## config.mk

```make
export PLATFORM = sky130hd
export DESIGN_NAME = low_power_os_tick_timer
export DESIGN_NICKNAME = d
export VERILOG_FILES = /design/src/rtl/os_tick_pkg.sv /design/src/rtl/tick_divider.sv /design/src/rtl/low_power_os_tick_timer.sv
export SDC_FILE = /design/constraint.sdc
export NUM_CORES = 1
export LEC_CHECK = 0
export BUFFER_PORTS_ARGS = -buffer_cell sky130_fd_sc_hd__buf_2
export CAP_MARGIN = 10
export CORE_MARGIN = 4
export CORE_UTILIZATION = 52
export DETAILED_ROUTE_END_ITERATION = 10
export GPL_TIMING_DRIVEN = 0
export HOLD_SLACK_MARGIN = 0.15
export PLACE_DENSITY = 0.73
export SLEW_MARGIN = 20
export SYNTH_ARGS = -nofsm -noshare
export SYNTH_HDL_FRONTEND = slang
export SYNTH_SLANG_ARGS = --single-unit
export TNS_END_PERCENT = 30
```

## constraint.sdc

```tcl
create_clock -name aclk -period 3.4 [get_ports aclk]
set_input_delay 0.51 -clock aclk [delete_from_list [all_inputs] [get_ports aclk]]
set_output_delay 0.51 -clock aclk [all_outputs]
set_load 0.01 [all_outputs]
```

## src/rtl/os_tick_pkg.sv

```systemverilog
// constants shared by the os tick timer design
package os_tick_pkg;
  // ==========================================================================
  // register map (byte addresses)
  localparam logic [3:0] OFF_CURRENT_VALUE = 4'h0;
  localparam logic [3:0] OFF_RELOAD_VALUE  = 4'h4;
  localparam logic [3:0] OFF_CONTROL       = 4'h8;
  localparam logic [3:0] OFF_SOFT_IRQ      = 4'hC;
  localparam int         ADDR_W            = 4;
  localparam int         DATA_W            = 32;
  localparam int         STRB_W            = 4;
  localparam int         SOFT_IRQ_N        = 4;

  // ==========================================================================
  // control register fields
  localparam int CTL_BLOCK_ENABLE = 0;
  localparam int CTL_AUTO_RELOAD  = 1;
  localparam int CTL_START        = 2;
  localparam int CTL_DEBUG_FREEZE = 3;
  localparam int CTL_FW_HALT      = 4;
  localparam int CTL_W            = 5;

  // ==========================================================================
  // reset values
  localparam logic [31:0] COUNT_RESET   = 32'h0000_0000;
  localparam logic [31:0] RELOAD_RESET  = 32'h0000_0000;
  localparam logic [4:0]  CONTROL_RESET = 5'h00;
  localparam logic [31:0] COUNT_ONE     = 32'h0000_0001;

  // ==========================================================================
  // axi response codes
  localparam logic [1:0] RESP_OKAY   = 2'h0;
  localparam logic [1:0] RESP_SLVERR = 2'h2;

  // ==========================================================================
  // timing: 100 MHz bus clock, 32.768 kHz tick period in ns
  localparam int CLK_PERIOD_NS  = 10;
  localparam int TICK_PERIOD_NS = 30518;
  localparam int TICK_CYCLES    = TICK_PERIOD_NS / CLK_PERIOD_NS;
  localparam int TICK_CNT_W     = 16;
endpackage

```

## src/rtl/tick_divider.sv

```systemverilog
// divider that makes the slow timer tick from the bus clock
`timescale 1ns/1ps
`default_nettype none
module tick_divider #(
  parameter int DIV   = 3051,
  parameter int CNT_W = 16
) (
  // clock and reset
  input  wire logic aclk,
  input  wire logic aresetn,
  // tick strobe
  output logic      tick
);
  localparam logic [CNT_W-1:0] LAST = CNT_W'(DIV - 1);

  logic [CNT_W-1:0] cnt_q;

  // free running count, one pulse every DIV cycles
  always_ff @(posedge aclk) begin
    if (!aresetn) begin
      cnt_q <= '0;
      tick  <= 1'b0;
    end else if (cnt_q >= LAST) begin
      cnt_q <= '0;
      tick  <= 1'b1;
    end else begin
      cnt_q <= cnt_q + CNT_W'(1);
      tick  <= 1'b0;
    end
  end
endmodule
`default_nettype wire

```

## src/rtl/low_power_os_tick_timer.sv

```systemverilog
// 32-bit down counting os tick timer with axi4-lite register access
//
// Decided for this implementation: the AXI4-Lite register port.
`timescale 1ns/1ps
`default_nettype none
module low_power_os_tick_timer #(
  parameter int TICK_DIV = os_tick_pkg::TICK_CYCLES
) (
  // clock and reset
  input  wire logic                           aclk,
  input  wire logic                           aresetn,
  // axi4-lite write address
  input  wire logic [os_tick_pkg::ADDR_W-1:0] s_axi_awaddr,
  input  wire logic                           s_axi_awvalid,
  output logic                                s_axi_awready,
  // axi4-lite write data
  input  wire logic [os_tick_pkg::DATA_W-1:0] s_axi_wdata,
  input  wire logic [os_tick_pkg::STRB_W-1:0] s_axi_wstrb,
  input  wire logic                           s_axi_wvalid,
  output logic                                s_axi_wready,
  // axi4-lite write response
  output logic [1:0]                          s_axi_bresp,
  output logic                                s_axi_bvalid,
  input  wire logic                           s_axi_bready,
  // axi4-lite read address
  input  wire logic [os_tick_pkg::ADDR_W-1:0] s_axi_araddr,
  input  wire logic                           s_axi_arvalid,
  output logic                                s_axi_arready,
  // axi4-lite read data
  output logic [os_tick_pkg::DATA_W-1:0]      s_axi_rdata,
  output logic [1:0]                          s_axi_rresp,
  output logic                                s_axi_rvalid,
  input  wire logic                           s_axi_rready,
  // debug halt from the processor core
  input  wire logic                           debug_halt,
  // events and power status
  output logic                                os_tick_irq,
  output logic                                soft_irq_0,
  output logic                                soft_irq_1,
  output logic                                soft_irq_2,
  output logic                                soft_irq_3,
  output logic                                low_power_permit
);
  import os_tick_pkg::*;

  // ==========================================================================
  // state
  logic [DATA_W-1:0] count_q;
  logic [DATA_W-1:0] reload_q;
  logic [CTL_W-1:0]  ctl_q;
  logic              aw_full_q;
  logic              w_full_q;
  logic [ADDR_W-1:0] awaddr_q;
  logic [DATA_W-1:0] wdata_q;
  logic [STRB_W-1:0] wstrb_q;
  logic              tick;
  logic              wr_fire;
  logic              wr_ok;
  logic [DATA_W-1:0] wr_word;
  logic [DATA_W-1:0] ctl_word;
  logic              running;
  logic              frozen;
  logic              step;
  logic [SOFT_IRQ_N-1:0] soft_q;
  // decoded strobes
  logic              ctl_wr;
  logic              reload_wr;
  logic              count_wr;
  logic              soft_wr;
  logic              start_rise;
  logic              expire;
  logic              wipe;

  // merges a write word into an old word by byte strobes
  function automatic logic [DATA_W-1:0] merge(input logic [DATA_W-1:0] old_v,
                                               input logic [DATA_W-1:0] new_v,
                                               input logic [STRB_W-1:0] strb);
    logic [DATA_W-1:0] res;
    res = old_v;
    for (int i = 0; i < STRB_W; i++) begin
      if (strb[i]) begin
        res[8*i +: 8] = new_v[8*i +: 8];
      end
    end
    return res;
  endfunction

  // ==========================================================================
  // slow tick
  tick_divider #(
    .DIV   (TICK_DIV),
    .CNT_W (TICK_CNT_W)
  ) u_tick (
    .aclk    (aclk),
    .aresetn (aresetn),
    .tick    (tick)
  );

  // ==========================================================================
  // write channel capture
  assign s_axi_awready = !aw_full_q && !s_axi_bvalid;
  assign s_axi_wready  = !w_full_q && !s_axi_bvalid;
  assign wr_fire       = aw_full_q && w_full_q && !s_axi_bvalid;
  assign wr_ok         = (awaddr_q[1:0] == 2'h0);
  assign ctl_word      = {{(DATA_W-CTL_W){1'b0}}, ctl_q};
  assign wr_word       = merge(ctl_word, wdata_q, wstrb_q);

  // hold the write address until the write data has come too
  always_ff @(posedge aclk) begin
    if (!aresetn) begin
      aw_full_q <= 1'b0;
      awaddr_q  <= '0;
    end else if (s_axi_awvalid && s_axi_awready) begin
      aw_full_q <= 1'b1;
      awaddr_q  <= s_axi_awaddr;
    end else if (wr_fire) begin
      aw_full_q <= 1'b0;
    end
  end

  // hold the write data and strobes until the address has come too
  always_ff @(posedge aclk) begin
    if (!aresetn) begin
      w_full_q <= 1'b0;
      wdata_q  <= '0;
      wstrb_q  <= '0;
    end else if (s_axi_wvalid && s_axi_wready) begin
      w_full_q <= 1'b1;
      wdata_q  <= s_axi_wdata;
      wstrb_q  <= s_axi_wstrb;
    end else if (wr_fire) begin
      w_full_q <= 1'b0;
    end
  end

  // write response
  always_ff @(posedge aclk) begin
    if (!aresetn) begin
      s_axi_bvalid <= 1'b0;
      s_axi_bresp  <= RESP_OKAY;
    end else if (wr_fire) begin
      s_axi_bvalid <= 1'b1;
      s_axi_bresp  <= wr_ok ? RESP_OKAY : RESP_SLVERR;
    end else if (s_axi_bready) begin
      s_axi_bvalid <= 1'b0;
    end
  end

  // ==========================================================================
  // timer core
  assign frozen  = ctl_q[CTL_FW_HALT] || (ctl_q[CTL_DEBUG_FREEZE] && debug_halt);
  assign running = ctl_q[CTL_BLOCK_ENABLE] && ctl_q[CTL_START];
  assign step    = running && !frozen && tick;

  // decoded write strobes, one per register
  assign ctl_wr     = wr_fire && wr_ok && (awaddr_q == OFF_CONTROL);
  assign reload_wr  = wr_fire && wr_ok && (awaddr_q == OFF_RELOAD_VALUE);
  assign count_wr   = wr_fire && wr_ok && (awaddr_q == OFF_CURRENT_VALUE);
  assign soft_wr    = wr_fire && wr_ok && (awaddr_q == OFF_SOFT_IRQ) && wstrb_q[0];
  assign start_rise = wr_word[CTL_START] && !ctl_q[CTL_START];
  assign expire     = step && (count_q == COUNT_ONE);
  // a control write decides by its new enable bit, otherwise the held one
  assign wipe       = ctl_wr ? !wr_word[CTL_BLOCK_ENABLE] : !ctl_q[CTL_BLOCK_ENABLE];

  // control bits; a software write wins over the hardware clearing start
  always_ff @(posedge aclk) begin
    if (!aresetn) begin
      ctl_q <= CONTROL_RESET;
    end else if (wipe) begin
      ctl_q <= CONTROL_RESET;
    end else if (ctl_wr) begin
      ctl_q <= wr_word[CTL_W-1:0];
      if (start_rise && reload_q == RELOAD_RESET) begin
        ctl_q[CTL_START] <= 1'b0;
      end
    end else if (expire && !count_wr && !ctl_q[CTL_AUTO_RELOAD]) begin
      ctl_q[CTL_START] <= 1'b0;
    end
  end

  // reload value, written by software and cleared while the block is disabled
  always_ff @(posedge aclk) begin
    if (!aresetn) begin
      reload_q <= RELOAD_RESET;
    end else if (wipe) begin
      reload_q <= RELOAD_RESET;
    end else if (reload_wr) begin
      reload_q <= merge(reload_q, wdata_q, wstrb_q);
    end
  end

  // down counter; a control or count write wins over a same-cycle tick
  always_ff @(posedge aclk) begin
    if (!aresetn) begin
      count_q <= COUNT_RESET;
    end else if (wipe) begin
      count_q <= COUNT_RESET;
    end else if (ctl_wr) begin
      if (!wr_word[CTL_START]) begin
        count_q <= COUNT_RESET;
      end else if (start_rise && reload_q != RELOAD_RESET) begin
        count_q <= reload_q;
      end
    end else if (count_wr) begin
      count_q <= merge(count_q, wdata_q, wstrb_q);
    end else if (expire && ctl_q[CTL_AUTO_RELOAD]) begin
      count_q <= reload_q;
    end else if (expire) begin
      count_q <= COUNT_RESET;
    end else if (step && count_q != COUNT_RESET) begin
      count_q <= count_q - COUNT_ONE;
    end
  end

  // one-cycle tick irq; a control or count write at expiry overrides the count update and drops this irq
  always_ff @(posedge aclk) begin
    if (!aresetn) begin
      os_tick_irq <= 1'b0;
    end else begin
      os_tick_irq <= expire && !ctl_wr && !count_wr;
    end
  end

  // ==========================================================================
  // power status
  // the timer counts as active while started, halted or not
  assign low_power_permit = !running;

  // ==========================================================================
  // software interrupt pulses
  always_ff @(posedge aclk) begin
    if (!aresetn) begin
      soft_q <= '0;
    end else if (soft_wr) begin
      soft_q <= wdata_q[SOFT_IRQ_N-1:0];
    end else begin
      soft_q <= '0;
    end
  end

  assign soft_irq_0 = soft_q[0];
  assign soft_irq_1 = soft_q[1];
  assign soft_irq_2 = soft_q[2];
  assign soft_irq_3 = soft_q[3];

  // ==========================================================================
  // read channel
  assign s_axi_arready = !s_axi_rvalid;

  // read valid stands until the master takes the data
  always_ff @(posedge aclk) begin
    if (!aresetn) begin
      s_axi_rvalid <= 1'b0;
    end else if (s_axi_arvalid && s_axi_arready) begin
      s_axi_rvalid <= 1'b1;
    end else if (s_axi_rready) begin
      s_axi_rvalid <= 1'b0;
    end
  end

  // registered read data, live count on every read
  always_ff @(posedge aclk) begin
    if (!aresetn) begin
      s_axi_rdata  <= '0;
      s_axi_rresp  <= RESP_OKAY;
    end else if (s_axi_arvalid && s_axi_arready) begin
      s_axi_rresp  <= RESP_OKAY;
      s_axi_rdata  <= '0;
      if (s_axi_araddr[1:0] != 2'h0) begin
        s_axi_rresp <= RESP_SLVERR;
      end else if (s_axi_araddr == OFF_CURRENT_VALUE) begin
        s_axi_rdata <= count_q;
      end else if (s_axi_araddr == OFF_RELOAD_VALUE) begin
        s_axi_rdata <= reload_q;
      end else if (s_axi_araddr == OFF_CONTROL) begin
        s_axi_rdata <= ctl_word;
      end
    end
  end
endmodule
`default_nettype wire

```

==> impl_metrics.tcl <==
set metrics [dict create \
    run_status "completed" \
    relSlewSlack_pct 46.61 \
    r2r_setup_slack_ns 0.17 \
    grt_overflow_total 0 \
    cp_num_buf_inv 4 \
    dieArea_um2 17520 \
    cts_sinks 169 \
    cts_max_level 4 \
    crit_chain "or4_4 -> or4_1 -> buf_2 -> nor4_4 -> buf_4 -> or2_2 -> buf_2 -> buf_2 -> nor2_1 -> o21ai_0 -> a21oi_1" \
    core_area_um2 15200 \
    holdPathEnd "s_axi_rvalid" \
    multi_input_area_um2 4287 \
    leakagePower_uw 0.003591 \
    io_pins 99 \
    hold_viol 0 \
    ys_types 64 \
    die_w_um 132.4 \
    required_ns 3.68 \
    syn_avg_cell_area_um2 8.301 \
    cts_made_buffers 17 \
    port_buffers 96 \
    ys_seq_area_share_pct 42.06 \
    critPathArrivalTime_ns 3.51 \
    timing.rr.start "count_q[9]" \
    dr_total_vias 7536 \
    power_uw 4425 \
    skew_ns 0.009616 \
    rr_worst_depth 11 \
    ir_worst_vdd_mv 0.3256 \
    crit_slowest_cell "or4_4" \
    start_util_pct 52.91 \
    synth_edf_count 0 \
    syn_inst 969 \
    fillers 1372 \
    synthesis.area_um2 8044 \
    cts-root-buf "clkbuf_16" \
    hold_path_class "in2reg" \
    fin_crit_ns 3.230 \
    insertion_delay_ns 0.44 \
    p_per_area_nw_per_um2 468.7 \
    antenna_cells 0 \
    r2r_end "count_q[15]" \
    track_usage_pct 26.63 \
    chipHeight_um 132.4 \
    dr.pass1.iters 9 \
    max_freq_ghz 0.3096 \
    drt_iter0_markers 851 \
    worstHoldStart "s_axi_arvalid" \
    hold_buffers 0 \
    yosys_warnings 0 \
    rsz0062_at_grt "no" \
    worst-path-max-fanout 10 \
    final_common_cell "nand2_1" \
    tightest_slew_ns 0.7942 \
    async_flop_share_pct 0 \
    ys_top_cells_by_area "dfxtp_1 (42%), nand2_1 (8.2%), mux2i_1 (4.6%)" \
    place_hpwl_um 17390 \
    wl_per_cell_um 18.25 \
    vias_per_cell 5.833 \
    grt_pass1_wl_um 37420 \
    crit_top_cell "buf_2" \
    drc_errors 0 \
    cts_tree "yes" \
    synth_area_leader_cell "dfxtp_1" \
    tns_ns 0 \
    grt_pass1_vias 6869 \
    postRouteAntennaNets 0 \
    finish.net_count 1147 \
    endpoint_kind "register" \
    place_congestion 0.9527 \
    clkTransAtPathRegs_ns 0.07 \
    utilization_pct 62.11 \
    cts_buffer_depth 2 \
    final_cell_mix "nand2_1 (176), dfxtp_1 (169), buf_2 (103), a21oi_1 (59)" \
    seq_area_um2 3383 \
    critical_path_class "reg2reg" \
    wirelength_um 23580 \
    maxCapViolCount 0 \
    drv_slew 0 \
    max_stage_delay_ns 0.58 \
    yosys_register_bits 169 \
    setup_viol 0 \
    grt_max_degree 18 \
    whs_path_depth 2 \
    antenna_found_initial 0 \
    area_delta_synth_final_pct 17.37 \
    num_rows 45 \
    crit_family "simple AND/OR/NAND/NOR gates" \
    period_share_pct 95.01 \
    synth_top_area_share_pct 42.06 \
    synthFlopType "dfxtp_1" \
    start_kind "register" \
    layout-drive-gt1-share_pct 16.76 \
]
## registers in the layout, summed over array words and instances, names as in the netlist, 4 cells and up
signal and cells:
count_q 32, soft_q 4, wstrb_q 4, ctl_q 5
wdata_q 32, s_axi_rdata 32, reload_q 32, u_tick.cnt_q 16
awaddr_q 4
## synth_stat cells, types with 4 or more instances
library cell and n:
nor2b_1 19, or3_1 7, ha_1 4, nand3_1 44
o21ai_1 6, xnor2_1 15, a221oi_1 10, and3_1 4
nor3_1 21, a32oi_1 7, a21oi_1 59, dfxtp_1 169
clkbuf_1 52, or4_1 4, a222oi_1 7, nand4_1 6
nor4_1 20, inv_1 24, nand2b_1 9, and2_1 34
nor2_1 49, o21ai_0 36, mux2i_1 37, a221oi_2 6
a21oi_2 6, o22ai_1 5, a22oi_1 10, nand2_1 176
a21o_1 10, xor2_1 4, a21boi_0 39, buf_2 6
o21ai_2 6
## cells by family after synthesis
kind of cell	count (synthesis)	synth area share (%)
XOR/XNOR	19	2.069
AO/OA/AOI/OAI	240	21.34
AND/OR/NAND/NOR	407	24.22
flip-flops	169	42.06
multiplexers	37	4.604
buffers and inverters	92	5.040
adder cells (fa/ha/maj)	4	0.6222
other	1	0.04662
## timing repair
item / 4_1_cts / 5_1_grt
buffers inserted: 3 / 0
endpoints found under the setup margin: 42 / 22
gates cloned: 0 / 0
pin swaps: 1 / 0
gates resized for setup: 3 / 2
## stage by stage
stage / setup WS (ns) / hold slack (ns) / instance area (µm²) / instances
after floorplan: 0.5007 / 0.4371 / 8063 / 974
after CTS: 0.1816 / 0.3062 / 9444 / 1293
after global placement: -0.2612 / 0.4589 / 8778 / 1258
after detailed placement: -0.2896 / 0.4829 / 8785 / 1258
final: 0.1696 / 0.3093 / 9442 / 1292
after global routing: 0.04833 / 0.3250 / 9442 / 1292
## final cells by class
type | instances | area share, %
tap | 188 | 2.491
clock buffer | 17 | 4.506
sequential | 169 | 35.83
buffer | 67 | 3.340
clock inverter | 15 | 2.147
inverter | 24 | 0.9541
timing repair buffer | 99 | 5.327
multi-input combinational | 713 | 45.40
## worst max path at each step
stage / start / to / slack, ns / cells after the start
finish: count_q[9] / count_q[15] / 0.17 / 11
global route: count_q[9] / count_q[15] / 0.05 / 11
global placement: s_axi_bvalid / count_q[13] / -0.26 / 11
CTS: s_axi_bvalid / reload_q[21] / 0.18 / 11
floorplan: count_q[9] / count_q[2] / 0.50 / 9
detailed placement: s_axi_bvalid / count_q[13] / -0.29 / 11
## routing by layer
layer	share of wire, %	wire length, µm	global-route usage (%)
met5	0	0	0
met1	45	10660	39.09
met4	2.0	462	7.737
met3	10	2469	6.031
met2	42	9991	39.14
## power by group
part	internal [µW]	total, µW	switching (µW)
combinational	105	276	172
clock	1190	2080	891
sequential	2020	2070	47.6
Power figures use the tool's default switching activity.
